==> src/design/tcpm_pkg.sv <==
package tcpm_pkg;

	// Register byte offsets.
	localparam logic [11:0] CFG_OFF = 12'h0000;
	localparam logic [11:0] MODE_OFF = 12'h0004;
	localparam logic [11:0] CTL_OFF = 12'h000C;
	localparam logic [11:0] IMR_OFF = 12'h0018;
	localparam logic [11:0] RIS_OFF = 12'h001C;
	localparam logic [11:0] MIS_OFF = 12'h0020;
	localparam logic [11:0] ICR_OFF = 12'h0024;
	localparam logic [11:0] ILR_OFF = 12'h0028;
	localparam logic [11:0] MATCH_OFF = 12'h0030;
	localparam logic [11:0] PRE_OFF = 12'h0038;
	localparam logic [11:0] CNT_OFF = 12'h0048;

	// Global configuration codes.
	localparam logic [2:0] CFG_32_TIMER = 3'h0;
	localparam logic [2:0] CFG_32_RTC = 3'h1;
	localparam logic [2:0] CFG_16_SPLIT = 3'h4;

	// Timer mode field codes.
	localparam logic [1:0] MODE_ONE_SHOT = 2'h1;
	localparam logic [1:0] MODE_PERIODIC = 2'h2;
	localparam logic [1:0] MODE_CAPTURE = 2'h3;

	// Mode register field positions.
	localparam int MODE_FIELD_LO = 0;
	localparam int CAPTURE_MODE_POS = 2;
	localparam int ALT_MODE_POS = 3;

	// Control register field positions.
	localparam int ENABLE_POS = 0;
	localparam int EVENT_LO = 2;
	localparam int PWM_INVERT_POS = 6;

	// Edge event select codes.
	localparam logic [1:0] EVENT_RISE = 2'h0;
	localparam logic [1:0] EVENT_FALL = 2'h1;
	localparam logic [1:0] EVENT_BOTH = 2'h3;

	// Status bit positions shared by mask, raw, masked and clear registers.
	localparam int TIMEOUT_POS = 0;
	localparam int COUNT_MATCH_POS = 1;
	localparam int EDGE_EVENT_POS = 2;
	localparam int RTC_POS = 3;

	// Reset values, the clock-mode start value and shared constants.
	localparam logic [31:0] ILR_RESET = 32'h0000_FFFF;
	localparam logic [31:0] MATCH_RESET = 32'h0000_FFFF;
	localparam logic [31:0] RTC_START = 32'h0000_0001;
	localparam logic [31:0] ZERO32 = 32'h0000_0000;
	localparam logic [15:0] ZERO16 = 16'h0000;
	localparam logic [7:0] ZERO8 = 8'h00;
	localparam logic [31:0] ONE32 = 32'h0000_0001;
	localparam logic [15:0] ONE16 = 16'h0001;
	localparam logic [7:0] ONE8 = 8'h01;

	// Slow reference clock is divided down to one tick per second.
	localparam int RTC_DIV_DEFAULT = 32768;

endpackage : tcpm_pkg

==> src/design/tcpm_edge_sync.sv <==
// Brings the capture pin into the clock domain and reports its edges.
module tcpm_edge_sync
(
	input wire logic clk_in,
	input wire logic rst_n_in,
	input wire logic pin_in,
	output logic rise_out,
	output logic fall_out
);

	logic s1_q;
	logic s2_q;
	logic s3_q;
	logic level_q;

	// Three-stage synchroniser; only the second stage reads the first.
	always_ff @(posedge clk_in)
	begin
		if (!rst_n_in)
		begin
			s1_q <= 1'b0;
			s2_q <= 1'b0;
			s3_q <= 1'b0;
		end
		else
		begin
			s1_q <= pin_in;
			s2_q <= s1_q;
			s3_q <= s2_q;
		end
	end

	// A new level counts once the second and third stages agree.
	always_ff @(posedge clk_in)
	begin
		if (!rst_n_in)
			level_q <= 1'b0;
		else if (s2_q == s3_q)
			level_q <= s3_q;
	end

	// Edges come from comparing the accepted level with the agreed new sample.
	assign rise_out = (s2_q == s3_q) && s3_q && !level_q;
	assign fall_out = (s2_q == s3_q) && !s3_q && level_q;

endmodule // tcpm_edge_sync

==> src/design/tcpm_timer.sv <==
// Decided for this implementation: the register addresses and the plain strobed port.
module tcpm_timer
#(
	parameter int RTC_DIV = tcpm_pkg::RTC_DIV_DEFAULT
)
(
	input wire logic clk_in,
	input wire logic rst_n_in,
	input wire logic [11:0] addr_in,
	input wire logic [31:0] wdata_in,
	input wire logic wr_in,
	input wire logic rd_in,
	output logic [31:0] rdata_out,
	input wire logic ccp_in,
	output logic pwm_out
);

	typedef enum logic [5:0]
	{
		ST_TIMER32 = 6'b00_0001,
		ST_RTC = 6'b00_0010,
		ST_TIMER16 = 6'b00_0100,
		ST_EDGE_COUNT = 6'b00_1000,
		ST_EDGE_TIME = 6'b01_0000,
		ST_PWM = 6'b10_0000
	} tcpm_mode_type;

	logic [2:0] cfg_q;
	logic [3:0] mode_q;
	logic [6:0] ctl_q;
	logic [3:0] imr_q;
	logic [3:0] ris_q;
	logic [31:0] ilr_q;
	logic [31:0] match_q;
	logic [7:0] pre_q;
	logic [7:0] pre_cnt_q;
	logic [31:0] cnt_q;
	logic [15:0] cap_q;
	logic [31:0] rdata_q;
	logic [31:0] rtc_div_q;
	logic pwm_q;
	logic rise;
	logic fall;
	logic edge_hit;
	logic rtc_tick;
	logic enable;
	logic [1:0] mode_field;
	logic [1:0] event_sel;
	logic [3:0] ris_set;
	logic wr_cfg;
	logic wr_ctl;
	logic wr_ilr;
	tcpm_mode_type op;

	// Decrements a 16-bit count, wrapping through zero.
	function automatic logic [15:0] dec16(input logic [15:0] v);
		return v - tcpm_pkg::ONE16;
	endfunction

	// Tells whether a write strobe targets a given offset.
	function automatic logic hit(input logic [11:0] off);
		return wr_in && (addr_in == off);
	endfunction

	tcpm_edge_sync u_sync
	(
		.clk_in(clk_in),
		.rst_n_in(rst_n_in),
		.pin_in(ccp_in),
		.rise_out(rise),
		.fall_out(fall)
	);

	assign wr_cfg = hit(tcpm_pkg::CFG_OFF);
	assign wr_ctl = hit(tcpm_pkg::CTL_OFF);
	assign wr_ilr = hit(tcpm_pkg::ILR_OFF);
	assign enable = ctl_q[tcpm_pkg::ENABLE_POS];
	assign mode_field = mode_q[tcpm_pkg::MODE_FIELD_LO +: 2];
	assign event_sel = ctl_q[tcpm_pkg::EVENT_LO +: 2];

	// Decodes the operating mode from configuration and mode registers.
	always_comb
	begin
		if (cfg_q == tcpm_pkg::CFG_32_RTC)
			op = ST_RTC;
		else if (cfg_q != tcpm_pkg::CFG_16_SPLIT)
			op = ST_TIMER32;
		else if (mode_q[tcpm_pkg::ALT_MODE_POS] && mode_field == tcpm_pkg::MODE_PERIODIC)
			op = ST_PWM;
		else if (mode_field == tcpm_pkg::MODE_CAPTURE && mode_q[tcpm_pkg::CAPTURE_MODE_POS])
			op = ST_EDGE_TIME;
		else if (mode_field == tcpm_pkg::MODE_CAPTURE)
			op = ST_EDGE_COUNT;
		else
			op = ST_TIMER16;
	end

	// Qualifies pin edges by the event select; timing mode never takes both edges.
	always_comb
	begin
		unique case (event_sel)
			tcpm_pkg::EVENT_RISE: edge_hit = rise;
			tcpm_pkg::EVENT_FALL: edge_hit = fall;
			tcpm_pkg::EVENT_BOTH: edge_hit = (op == ST_EDGE_TIME) ? rise : (rise || fall);
			default: edge_hit = 1'b0;
		endcase
	end

	// Divides the slow reference on the pin down to one tick per second.
	always_ff @(posedge clk_in)
	begin
		if (!rst_n_in)
			rtc_div_q <= tcpm_pkg::ZERO32;
		else if (op != ST_RTC || !enable)
			rtc_div_q <= tcpm_pkg::ZERO32;
		else if (rise)
			rtc_div_q <= (rtc_div_q == 32'(RTC_DIV - 1)) ? tcpm_pkg::ZERO32 : rtc_div_q + tcpm_pkg::ONE32;
	end
	assign rtc_tick = rise && (rtc_div_q == 32'(RTC_DIV - 1));

	// Software-written configuration, mode, mask, load, match and prescale registers.
	always_ff @(posedge clk_in)
	begin
		if (!rst_n_in)
		begin
			cfg_q <= tcpm_pkg::CFG_32_TIMER;
			mode_q <= 4'h0;
			imr_q <= 4'h0;
			ilr_q <= tcpm_pkg::ILR_RESET;
			match_q <= tcpm_pkg::MATCH_RESET;
			pre_q <= tcpm_pkg::ZERO8;
		end
		else if (wr_in)
		begin
			unique case (addr_in)
				tcpm_pkg::CFG_OFF: cfg_q <= wdata_in[2:0];
				tcpm_pkg::MODE_OFF: mode_q <= wdata_in[3:0];
				tcpm_pkg::IMR_OFF: imr_q <= wdata_in[3:0];
				tcpm_pkg::ILR_OFF: ilr_q <= wdata_in;
				tcpm_pkg::MATCH_OFF: match_q <= wdata_in;
				tcpm_pkg::PRE_OFF: pre_q <= wdata_in[7:0];
				default: ;
			endcase
		end
	end

	// Control register; hardware clears enable on a one-shot timeout or a count match.
	always_ff @(posedge clk_in)
	begin
		if (!rst_n_in)
			ctl_q <= 7'h00;
		else if (wr_ctl)
			ctl_q <= wdata_in[6:0];
		else if (ris_set[tcpm_pkg::COUNT_MATCH_POS])
			ctl_q[tcpm_pkg::ENABLE_POS] <= 1'b0;
		else if (ris_set[tcpm_pkg::TIMEOUT_POS] && mode_field == tcpm_pkg::MODE_ONE_SHOT)
			ctl_q[tcpm_pkg::ENABLE_POS] <= 1'b0;
	end

	// Works out which status events this cycle raises.
	always_comb
	begin
		ris_set = 4'h0;
		if (enable)
		begin
			unique case (op)
				ST_TIMER32: ris_set[tcpm_pkg::TIMEOUT_POS] = (cnt_q == tcpm_pkg::ZERO32);
				ST_TIMER16: ris_set[tcpm_pkg::TIMEOUT_POS] = (cnt_q[15:0] == tcpm_pkg::ZERO16) && (pre_cnt_q == tcpm_pkg::ZERO8);
				ST_RTC: ris_set[tcpm_pkg::RTC_POS] = rtc_tick && (cnt_q == match_q);
				ST_EDGE_COUNT: ris_set[tcpm_pkg::COUNT_MATCH_POS] = edge_hit && (dec16(cnt_q[15:0]) == match_q[15:0]);
				ST_EDGE_TIME: ris_set[tcpm_pkg::EDGE_EVENT_POS] = edge_hit;
				ST_PWM: ris_set = 4'h0;
			endcase
		end
	end

	// Raw status: a set in the same cycle as a clear wins.
	always_ff @(posedge clk_in)
	begin
		if (!rst_n_in)
			ris_q <= 4'h0;
		else if (hit(tcpm_pkg::ICR_OFF))
			ris_q <= (ris_q & ~wdata_in[3:0]) | ris_set;
		else
			ris_q <= ris_q | ris_set;
	end

	// Prescale counter extends only the 16-bit one-shot and periodic modes.
	always_ff @(posedge clk_in)
	begin
		if (!rst_n_in)
			pre_cnt_q <= tcpm_pkg::ZERO8;
		else if (op != ST_TIMER16 || !enable || pre_cnt_q == tcpm_pkg::ZERO8)
			pre_cnt_q <= (op == ST_TIMER16 && enable) ? pre_q : tcpm_pkg::ZERO8;
		else
			pre_cnt_q <= pre_cnt_q - tcpm_pkg::ONE8;
	end

	// Main counter; a load write takes effect on the next cycle, except in clock and edge-count modes.
	always_ff @(posedge clk_in)
	begin
		if (!rst_n_in)
			cnt_q <= tcpm_pkg::ILR_RESET;
		else if (wr_cfg && wdata_in[2:0] == tcpm_pkg::CFG_32_RTC)
			cnt_q <= tcpm_pkg::RTC_START;
		else if (wr_ilr && op != ST_RTC && op != ST_EDGE_COUNT)
			cnt_q <= wdata_in;
		else if (enable)
		begin
			unique case (op)
				ST_TIMER32:
					cnt_q <= (cnt_q == tcpm_pkg::ZERO32) ? ilr_q : cnt_q - tcpm_pkg::ONE32;
				ST_TIMER16:
					if (pre_cnt_q == tcpm_pkg::ZERO8)
						cnt_q <= (cnt_q[15:0] == tcpm_pkg::ZERO16) ? {16'h0000, ilr_q[15:0]} : {16'h0000, dec16(cnt_q[15:0])};
				ST_RTC:
					if (rtc_tick)
						cnt_q <= (cnt_q == match_q) ? tcpm_pkg::ZERO32 : cnt_q + tcpm_pkg::ONE32;
				ST_EDGE_COUNT:
					if (ris_set[tcpm_pkg::COUNT_MATCH_POS])
						cnt_q <= {16'h0000, ilr_q[15:0]};
					else if (edge_hit)
						cnt_q <= {16'h0000, dec16(cnt_q[15:0])};
				ST_EDGE_TIME, ST_PWM:
					cnt_q <= (cnt_q[15:0] == tcpm_pkg::ZERO16) ? {16'h0000, ilr_q[15:0]} : {16'h0000, dec16(cnt_q[15:0])};
			endcase
		end
	end

	// Captured count holds until the next selected edge.
	always_ff @(posedge clk_in)
	begin
		if (!rst_n_in)
			cap_q <= tcpm_pkg::ILR_RESET[15:0];
		else if (ris_set[tcpm_pkg::EDGE_EVENT_POS])
			cap_q <= cnt_q[15:0];
	end

	// PWM level rises at the start value and falls at the match value.
	always_ff @(posedge clk_in)
	begin
		if (!rst_n_in)
			pwm_q <= 1'b0;
		else if (op != ST_PWM || !enable)
			pwm_q <= 1'b0;
		else if (cnt_q[15:0] == ilr_q[15:0])
			pwm_q <= 1'b1;
		else if (cnt_q[15:0] == match_q[15:0])
			pwm_q <= 1'b0;
	end
	assign pwm_out = pwm_q ^ ctl_q[tcpm_pkg::PWM_INVERT_POS];

	// Read data stands in the cycle after the read strobe only.
	always_ff @(posedge clk_in)
	begin
		if (!rst_n_in || !rd_in)
			rdata_q <= tcpm_pkg::ZERO32;
		else
		begin
			unique case (addr_in)
				tcpm_pkg::CFG_OFF: rdata_q <= {29'h0000_0000, cfg_q};
				tcpm_pkg::MODE_OFF: rdata_q <= {28'h000_0000, mode_q};
				tcpm_pkg::CTL_OFF: rdata_q <= {25'h000_0000, ctl_q};
				tcpm_pkg::IMR_OFF: rdata_q <= {28'h000_0000, imr_q};
				tcpm_pkg::RIS_OFF: rdata_q <= {28'h000_0000, ris_q};
				tcpm_pkg::MIS_OFF: rdata_q <= {28'h000_0000, ris_q & imr_q};
				tcpm_pkg::ILR_OFF: rdata_q <= ilr_q;
				tcpm_pkg::MATCH_OFF: rdata_q <= match_q;
				tcpm_pkg::PRE_OFF: rdata_q <= {24'h00_0000, pre_q};
				tcpm_pkg::CNT_OFF: rdata_q <= (op == ST_EDGE_TIME) ? {16'h0000, cap_q} : cnt_q;
				default: rdata_q <= tcpm_pkg::ZERO32;
			endcase
		end
	end
	assign rdata_out = rdata_q;
endmodule // tcpm_timer

==> config.mk <==
export PLATFORM = sky130hd
export DESIGN_NAME = tcpm_timer
export DESIGN_NICKNAME = d
export VERILOG_FILES = /design/src/design/tcpm_pkg.sv /design/src/design/tcpm_edge_sync.sv /design/src/design/tcpm_timer.sv
export SDC_FILE = /design/constraint.sdc
export NUM_CORES = 1
export LEC_CHECK = 0
export ABC_AREA = 1
export BUFFER_PORTS_ARGS = -buffer_cell sky130_fd_sc_hd__buf_2
export CAP_MARGIN = 30
export CORE_AREA = 2 2 161 163
export CTS_BUF_LIST = sky130_fd_sc_hd__clkbuf_8
export CTS_CLUSTER_DIAMETER = 200
export DETAILED_ROUTE_END_ITERATION = 10
export DIE_AREA = 0 0 163 165
export PLACE_DENSITY_LB_ADDON = 0.2
export SLEW_MARGIN = 40
export SYNTH_ARGS = -nofsm -noshare
export SYNTH_HDL_FRONTEND = slang
export SYNTH_SLANG_ARGS = --single-unit
==> constraint.sdc <==
create_clock -name clk_in -period 3 [get_ports clk_in]
set_clock_uncertainty 0.1 [all_clocks]
set_input_delay 0.45 -clock clk_in [delete_from_list [all_inputs] [get_ports clk_in]]
set_output_delay 0.45 -clock clk_in [all_outputs]
set_load 0.1 [all_outputs]
Yosys cells after proc, flatten, opt, wreduce, memory -nomap -nowiden
Cells that the tools add are included.
{"block": "op_classes", "n_addsub": 5, "eq_ne": 40, "muxes": 34, "bitwise_logic": 7, "reduce_logical": 51}
{"cell": "32-bit two-way mux", "n": 10}
{"cell": "32-bit one-hot mux with 10 select lines", "n": 1}
{"cell": "32-bit one-hot mux with 5 select lines", "n": 1}
{"cell": "32-bit by 1-bit adder with 32-bit output, second input constant", "n": 2}
{"cell": "12-bit by 6-bit equality test with 1-bit output, second input constant", "n": 5}
{"cell": "16-bit equality test", "n": 3}
{"cell": "32-bit by 15-bit equality test with 1-bit output, second input constant", "n": 1}
{"cell": "32-bit equality test", "n": 1}
{"cell": "32-bit logical NOT", "n": 1}
{"cell": "16-bit two-way mux", "n": 2}
{"cell": "32-bit by 1-bit subtractor with 32-bit output, second input constant", "n": 1}
{"cell": "12-bit by 5-bit equality test with 1-bit output, second input constant", "n": 2}
{"cell": "1-bit logical AND", "n": 19}
{"cell": "6-bit two-way mux", "n": 3}
{"cell": "16-bit logical NOT", "n": 1}
{"cell": "8-bit two-way mux", "n": 2}
{"cell": "16-bit by 1-bit subtractor with 16-bit output, second input constant", "n": 1}
{"cell": "12-bit by 3-bit equality test with 1-bit output, second input constant", "n": 1}
{"cell": "12-bit by 4-bit equality test with 1-bit output, second input constant", "n": 1}
{"cell": "12-bit by 7-bit equality test with 1-bit output, second input constant", "n": 1}
{"cell": "12-bit logical NOT", "n": 1}
{"cell": "4-bit two-way mux", "n": 3}
{"cell": "2-bit AND reduction", "n": 6}
{"cell": "1-bit two-way mux", "n": 9}
{"cell": "other kinds (36)", "n": 59}
{"block": "word_totals", "register_bits": 219, "inputBits": 49, "output_inout_bits": 33, "word_cells": 157}

Longest topological paths before layout
Gate-level depths: netlist (run 1).
{"block": "depth", "ltp_word": 17, "mapped_depth": 21}

Hierarchy
Synthesis (run 1) repeated with hierarchy kept, for this count alone.
{"block": "unflattened", "hier_cells": 2045, "hier_area_um2": 13374.1}
{"module": "tcpm_timer", "instances": 1, "cells_each": 2022, "area_each_um2": 13202.7}
{"module": "tcpm_edge_sync", "instances": 1, "cells_each": 23, "area_each_um2": 171.4}

Least setup slack after synthesis (run 1)
Ideal clock, no wire load.
{"block": "synth_timing", "path_type": "register to register", "from": "reg cnt_q[0]", "to": "reg cnt_q[9]", "setup_time_ps": 112, "arrival_time_ps": 2155, "required_time_ps": 2788, "setup_slack_ps": 633, "stages_incl_launch_ff": 18, "path_buffers": 2, "path_cell_list": "dfxtp_1 -> buf_6 -> clkinv_2 -> ha_1 -> xnor2_1 -> nand2_1 -> nand2_2 -> nor2_4 -> nand3_4 -> nor3_4 -> buf_6 -> nand3_1 -> nand3_1 -> nand2_1 -> nand2_1 -> nand2_1 -> nand2_1 -> nand2_1"}
{"block": "synth_between", "elab_chain_len": 10, "word_cells_on_any_way": 23, "classes_between": "3 x add/sub; 3 x eq/ne; 13 x mux; 4 x reduce/logical"}
{"element": "start, declared", "line": "tcpm_timer.sv:37", "source": "logic [31:0] cnt_q;"}
{"element": "start signal, assigned", "line": "tcpm_timer.sv:203", "source": "cnt_q <= tcpm_pkg::ILR_RESET;"}
{"element": "start signal, assigned", "line": "tcpm_timer.sv:205", "source": "cnt_q <= tcpm_pkg::RTC_START;"}
{"element": "start signal, assigned", "line": "tcpm_timer.sv:207", "source": "cnt_q <= wdata_in;"}
{"element": "16-bit by 1-bit subtractor with 16-bit output", "line": "tcpm_timer.sv:57", "source": "return v - tcpm_pkg::ONE16;"}
{"element": "16-bit equality test", "line": "tcpm_timer.sv:170", "source": "ST_EDGE_COUNT: ris_set[tcpm_pkg::COUNT_MATCH_POS] = edge_hit && (dec16(cnt_q[15:0]) == match_q[15:0]);"}
{"element": "1-bit logical AND", "line": "tcpm_timer.sv:170"}
{"element": "1-bit two-way mux", "line": "tcpm_timer.sv:166", "source": "unique case (op)"}
{"element": "4-bit two-way mux", "line": "tcpm_timer.sv:164", "source": "if (enable)"}
{"element": "32-bit two-way mux", "line": "tcpm_timer.sv:220", "source": "if (ris_set[tcpm_pkg::COUNT_MATCH_POS])"}
{"element": "32-bit one-hot mux with 5 select lines", "line": "tcpm_timer.sv:210", "source": "unique case (op)"}
{"element": "32-bit two-way mux", "line": "tcpm_timer.sv:208", "source": "else if (enable)"}
{"element": "32-bit two-way mux", "line": "tcpm_timer.sv:206", "source": "else if (wr_ilr && op != ST_RTC && op != ST_EDGE_COUNT)"}
{"element": "16-bit two-way mux", "line": "tcpm_timer.sv:204", "source": "else if (wr_cfg && wdata_in[2:0] == tcpm_pkg::CFG_32_RTC)"}
Parallel ways exist; a longest one is shown, timed or not. The select of a mux whose other input is x is not followed.
A chain may end at the register's enable or synchronous reset.

Final worst setup path (run 1)
{"block": "layout_timing", "from": "reg cnt_q[10]", "to": "reg cnt_q[1]"}
The elaborated chain is that of the path after synthesis.

==> flow_summary.json, run 1 <==
{
  "rows": 58,
  "critical-path-max-stage-delay_ns": 0.40,
  "clockBufferDepth": 3,
  "leakage_nw": 6.95,
  "start_util_pct": 54.4,
  "clock.fmax_mhz": 353,
  "netlist_instances": 2076,
  "drt_iter0_markers": 1531,
  "netlist.area_leader.share_pct": 32.2,
  "pre_cts_slack_ns": 0.211,
  "via_per_inst": 5.83,
  "grt_max_degree": 70,
  "cap_violations": 0,
  "finalPower_mw": 6.07,
  "wire_per_inst_um": 18.9,
  "crit_fanout": 13,
  "crit_start": "cnt_q[10]",
  "antenna_left": 0,
  "rr_startpoint": "cnt_q[10]",
  "powerDensity_mw_per_mm2": 395,
  "rsz0062_at_grt": "false",
  "finalWorstPathRequiredPeriod_ns": 2.84,
  "hold_viol_final": 0,
  "multi_input_area_mm2": 0.00783,
  "io_pins": 82,
  "synth_edf_count": 0,
  "hold_buffers": 0,
  "drive_gt1_share_pct": 13.6,
  "wirelength_um": 47700,
  "fp.dieW_um": 163,
  "cts_tree": "done",
  "status": "finished clean",
  "r2r_slack_ns": 0.16,
  "synthesis.nets": 2133,
  "maxSlewHeadroom_pct": 52.3,
  "yosysSeqAreaShare_pct": 32.2,
  "r2r-end": "cnt_q[1]",
  "synthesis.area_mm2": 0.0136,
  "path_common_cell": "nand2_1",
  "gr-total-overflow": 0,
  "endpoint": "cnt_q[1]",
  "nNetsFinal": 2220,
  "vias": 14700,
  "fp.dieH_um": 165,
  "htree_num_levels": 2,
  "dp_hpwl_um": 35600,
  "arrival_ns": 3.17,
  "cts_sinks": 219,
  "required_ns": 3.34,
  "synth_top_area_cell": "dfxtp_1",
  "postLayoutSetupSlackWorst_ns": 0.164,
  "yosys_warnings": 0,
  "synthToLayoutAreaGrowth_pct": 12.9,
  "dr.pass1.iters": 8,
  "clk_pin_slew_ns": 0.06,
  "core_mm2": 0.0250,
  "critical_path_class": "reg -> reg",
  "drc": 0,
  "diodes": 0,
  "seq_area_mm2": 0.00439,
  "cts_root_buf": "clkbuf_8",
  "worstSkewPairLatency_ns": 0.54,
  "setup_violations": 0,
  "whs_ns": 0.0614,
  "irDropWorstVdd_mv": 0.333,
  "grt_pass1_vias": 13600,
  "yosys.cell_types.count": 56,
  "port_buffers": 81,
  "finalMaxSlewViolations": 0,
  "yosys-top-cells-area": "dfxtp_1 32%, nand2_1 12%, nor2_1 6.3%",
  "whs_path_depth": 3,
  "period_share_pct": 94.5,
  "endpoint_kind": "register",
  "path_cells": "xnor2_1 > nand2_1 > nor2_1 > nand4_1 > nor2_1 > nand2_1 > buf_4 > inv_1 > o21ai_0 > nor2_1 > nand2_1 > nand2_1 > nand2_1 > nand2_1 > nand2_1",
  "antenna_found_initial": 0,
  "die_area_mm2": 0.0269,
  "setup.worst_path.start_class": "register",
  "grt_pass1_wl_um": 74200,
  "finalSetupTns_ns": 0,
  "async_flop_share_pct": 0,
  "track_usage_pct": 35.2,
  "crit_slowest_cell": "dfxtp_2",
  "cts_buffers": 40,
  "n_fill_cell": 2449,
  "holdCritPathClass": "in -> reg",
  "syn_avg_cell_area_um2": 6.56,
  "ys_seq_elements": 219,
  "rr_worst_depth": 15,
  "synth_flop_cell": "dfxtp_1",
  "worstMarginPinSlew_ns": 0.713,
  "routabilityCongestion": 1.04
}
logic make-up after synthesis:
logic type               synth area share [%]
AND/OR/NAND/NOR                          32.3
AO/OA/AOI/OAI                            18.9
adder cells (fa/ha/maj)                 0.735
buffers and inverters                    10.4
flip-flops                               32.2
XOR/XNOR                                 5.53
final cells by class:
class / instances / area share, %
multi-input combinational: 1506 / 51.0
inverter: 247 / 6.06
clock inverter: 12 / 0.505
clock buffer: 56 / 5.01
tap: 330 / 2.69
timing repair buffer: 149 / 6.22
sequential: 219 / 28.6
worst min path at each step:
stage	slack (ns)	to	start
floorplan	0.29	u_sync.s2_q	u_sync.s1_q
global placement	0.33	u_sync.s3_q	u_sync.s2_q
detailed placement	0.35	u_sync.s3_q	u_sync.s2_q
CTS	0.05	u_sync.s1_q	ccp_in
global route	0.06	u_sync.s1_q	ccp_in
finish	0.06	u_sync.s1_q	ccp_in
stage by stage:
step / area, um2 / util (%) / std cells
after global routing: 15400 / 61.4 / 2519
final: 15400 / 61.4 / 2519
after detailed placement: 14500 / 57.9 / 2449
after CTS: 15300 / 61.3 / 2517
after global placement: 14500 / 57.9 / 2449
after floorplan: 13600 / - / 2076
registers in the layout, summed over array words and instances (netlist names), 3 cells and up:
| signal | count |
|---|---|
| ctl_q | 7 |
| cnt_q | 32 |
| pre_cnt_q | 8 |
| imr_q | 4 |
| ilr_q | 32 |
| cap_q | 16 |
| pre_q | 8 |
| match_q | 32 |
| rtc_div_q | 32 |
| ris_q | 4 |
| mode_q | 4 |
| rdata_out | 32 |
| cfg_q | 3 |
Yosys cell counts (22+ instances only):
cell and count:
a21oi_1 154, buf_2 42, clkbuf_1 49, dfxtp_1 219
inv_1 225, nand2_1 448, nand3_1 132, nand4_1 36
nor2_1 229, nor3_1 40, o211ai_1 61, o21ai_0 123
o22ai_1 32, xnor2_1 22, xor2_1 64
routing by layer:
layer  routed length (um)  vias to the layer above  part of all wire (%)  global-route usage [%]
met4                 1840                        0                   3.9                    14.1
met5                    0                        -                     0                       0
met3                 4400                      132                   9.2                    6.60
met2                21300                      746                    45                    56.2
li1                     -                     7063                     -                       -
met1                20200                     6738                    42                    47.1
power breakdown:
group / internal (mW) / switching (mW) / leakage, nW
Combinational: 0.0435 / 0.109 / 4.71
Sequential: 2.91 / 0.00154 / 1.77
Clock: 1.73 / 1.27 / 0.473
what timing repair did:
item / CTS / global route
setup endpoints to repair: 0 / 8
hold endpoints to repair: 0 / 0
resized for setup: 0 / 7
setup buffers: 0 / 2
placed cells by master (no fill, tap or decap), drive strengths merged, types with 5 or more instances in the layout:
| master | instances |
|---|---|
| nand2 | 456 |
| nor2 | 259 |
| inv | 252 |
| dfxtp | 219 |
| a21oi | 154 |
| buf | 149 |
| nand3 | 141 |
| o21ai | 126 |
| xor2 | 64 |
| o211ai | 61 |
| clkbuf | 56 |
| nor3 | 50 |
| nand4 | 37 |
| o22ai | 32 |
| xnor2 | 22 |
| nor4 | 20 |
| a22oi | 18 |
| a221oi | 16 |
| ha | 8 |
| a211oi | 6 |
| o21bai | 5 |
| clkinv | 5 |
| or2 | 5 |
critical path, delay by kind of cell (launching register included):
family | cells | cell delay [ns]
flip-flops | 1 | 0.40
AO/OA/AOI/OAI | 1 | 0.15
AND/OR/NAND/NOR | 11 | 1.23
buffers and inverters | 2 | 0.48
XOR/XNOR | 1 | 0.36
Note: power is estimated with default switching activity, not from simulation.
==> run 2, diff against run 1 <==
CORE_AREA = 2 2 159 161   (was 2 2 161 163)
DIE_AREA = 0 0 161 163   (was 0 0 163 165)
GPL_TIMING_DRIVEN = 1   (was default)
SYNTH_HIERARCHICAL = 1   (was default)
==> flow_summary.json, run 2 <==
{
  "period_share_pct": 90.9,
  "start_util_pct": 54.2,
  "p_int_mw": 4.45,
  "synthesis.area_mm2": 0.0134,
  "async_flop_share_pct": 0,
  "synth_edf_count": 0,
  "cts_root_buf": "clkbuf_8",
  "synth_top_area_cell": "dfxtp_1",
  "io_pins": 82,
  "finalSetupTns_ns": 0,
  "required_ns": 3.33,
  "yosys.cell_types.count": 50,
  "rows": 58,
  "crit_start": "cnt_q[0]",
  "finalPower_mw": 5.80,
  "critical_path_class": "reg -> reg",
  "worstSkewPairLatency_ns": 0.55,
  "status": "finished clean",
  "yosysSeqAreaShare_pct": 32.8,
  "netlist.area_leader.share_pct": 32.8,
  "leakage_nw": 6.71,
  "crit_slowest_cell": "ha_1",
  "antenna_found_initial": 0,
  "core_mm2": 0.0247,
  "seq_area_mm2": 0.00438,
  "final_cell_mix": "412 x nand2_1, 254 x inv_1, 220 x nor2_1",
  "worstMarginPinSlew_ns": 0.731,
  "setup_violations": 0,
  "fp.dieW_um": 161,
  "fp.dieH_um": 163,
  "clk_pin_slew_ns": 0.06,
  "switching_share_pct": 23.3,
  "track_usage_pct": 34.8,
  "yosys_warnings": 6,
  "crit_fanout": 13,
  "synthesis.nets": 2102,
  "netlist_instances": 2045,
  "crit_buf_inv": 2,
  "powerDensity_mw_per_mm2": 383,
  "grt_pass1_vias": 13300,
  "rr_startpoint": "cnt_q[0]",
  "grt_max_degree": 63,
  "holdCritPathClass": "in -> reg",
  "die_area_mm2": 0.0262,
  "drc": 0,
  "synthToLayoutAreaGrowth_pct": 13.4,
  "dp_hpwl_um": 34700,
  "maxSlewHeadroom_pct": 50.8,
  "irDropWorstVdd_mv": 0.415,
  "cap_violations": 0,
  "arrival_ns": 3.06,
  "critical-path-max-stage-delay_ns": 0.41,
  "gr-total-overflow": 0,
  "hold_buffers": 1,
  "htree_num_levels": 2,
  "endpoint_kind": "register",
  "path_common_cell": "nand2_1",
  "wirelength_um": 46300,
  "seqPwrFrac_pct": 50.2,
  "switchingPower_mw": 1.35,
  "ys_seq_elements": 219,
  "finalWorstPathRequiredPeriod_ns": 2.73,
  "drive_gt1_share_pct": 12.9,
  "synth_flop_cell": "dfxtp_1",
  "routabilityCongestion": 1.03,
  "min-delay-start": "wdata_in[15]",
  "cts_buffers": 38,
  "via_per_inst": 5.79,
  "cts_sinks": 219,
  "grt_pass1_wl_um": 72500,
  "wire_per_inst_um": 18.5,
  "vias": 14500,
  "cts_setup_buffers": 0,
  "yosys-top-cells-area": "dfxtp_1 33%, nand2_1 12%, inv_1 6.8%",
  "cts_tree": "done",
  "synthMostInstantiatedCell": "nand2_1",
  "clock.fmax_mhz": 367,
  "clockBufferDepth": 3,
  "drt_iter0_markers": 1414,
  "ys_top_cells_by_count": "413 x nand2_1, 241 x inv_1, 220 x nor2_1",
  "diodes": 0,
  "dr.pass1.iters": 6,
  "path_cells": "inv_1 > ha_1 > a21oi_1 > nand3_1 > nor2_1 > nand2_1 > nor2_1 > nand3_1 > nor2_4 > buf_4 > nand4_1 > nand3_1 > nand2_1 > nand2_1 > nand2_1 > nand2_1 > nand2_1",
  "layout_commonest_cell": "nand2_1",
  "n_fill_cell": 2471,
  "pwr-share-clk_pct": 47.2,
  "rsz0062_at_grt": "false",
  "hold_viol_final": 0,
  "setup.worst_path.start_class": "register",
  "cts_resized": 0,
  "antenna_left": 0,
  "finalMaxSlewViolations": 0,
  "crit_family": "simple AND/OR/NAND/NOR gates",
  "nNetsFinal": 2203,
  "syn_avg_cell_area_um2": 6.54,
  "port_buffers": 81,
  "multi_input_area_mm2": 0.00755,
  "combPwrFrac_pct": 2.6
}
==> run 2: per-layer routing <==
| metal | wire length [um] | global-route usage, % | vias to the layer above |
|---|---|---|---|
| li1 | - | - | 6982 |
| met4 | 1890 | 13.8 | 0 |
| met1 | 19300 | 45.1 | 6701 |
| met5 | 0 | 0 | - |
| met2 | 21600 | 58.7 | 652 |
| met3 | 3630 | 4.76 | 150 |
==> run 2: worst paths after layout <==
path / cells past startpoint / end / slack, ns
worst min-delay path: 3 / ilr_q[15] / 0.06
worst min register to register: 2 / u_sync/s2_q / 0.31
worst max register to register: 17 / cnt_q[4] / 0.27
worst max-delay path: 17 / cnt_q[4] / 0.27
==> run 2: power groups by stage <==
stage / clock (mW) / combinational [mW] / sequential [mW]
3_3_place_gp: 0 / 0.148 / 2.98
2_1_floorplan: 0 / 0.0667 / 2.98
4_1_cts: 2.76 / 0.151 / 2.91
6_report: 2.74 / 0.154 / 2.91
3_5_place_dp: 0 / 0.149 / 2.98
5_1_grt: 2.89 / 0.167 / 2.91
==> run 2: layout make-up <==
cell class                      count  area share (%)
Clock buffer                       47            4.27
Clock inverter                     19           0.701
Inverter                          254            6.29
Multi-Input combinational cell   1464            49.8
Sequential cell                   219            28.9
Tap cell                          330            2.72
Timing Repair Buffer              169            7.31
==> run 2: through the flow <==
stage | worst slack [ns] | cell area, um2 | hold slack (ns) | util (%) | cells
5_1_grt | 0.0217 | 15200 | 0.0699 | 61.5 | 2502
4_1_cts | 0.347 | 15200 | 0.0478 | 61.5 | 2502
6_report | 0.273 | 15200 | 0.0592 | 61.5 | 2502
3_5_place_dp | 0.299 | 14400 | 0.298 | 58.4 | 2435
3_3_place_gp | 0.330 | 14400 | 0.294 | 58.4 | 2435
2_1_floorplan | 0.577 | 13400 | 0.290 | - | 2045
==> run 2: cell families after synthesis <==
logic type	share of synthesized area, %
flip-flops	32.8
XOR/XNOR	5.89
buffers and inverters	10.8
AO/OA/AOI/OAI	19.1
adder cells (fa/ha/maj)	0.748
AND/OR/NAND/NOR	30.6
==> run 2: worst min-delay path: stages <==
cell and delay, ns:
buf_2 0.10, nand2_1 0.06, o211ai_1 0.06
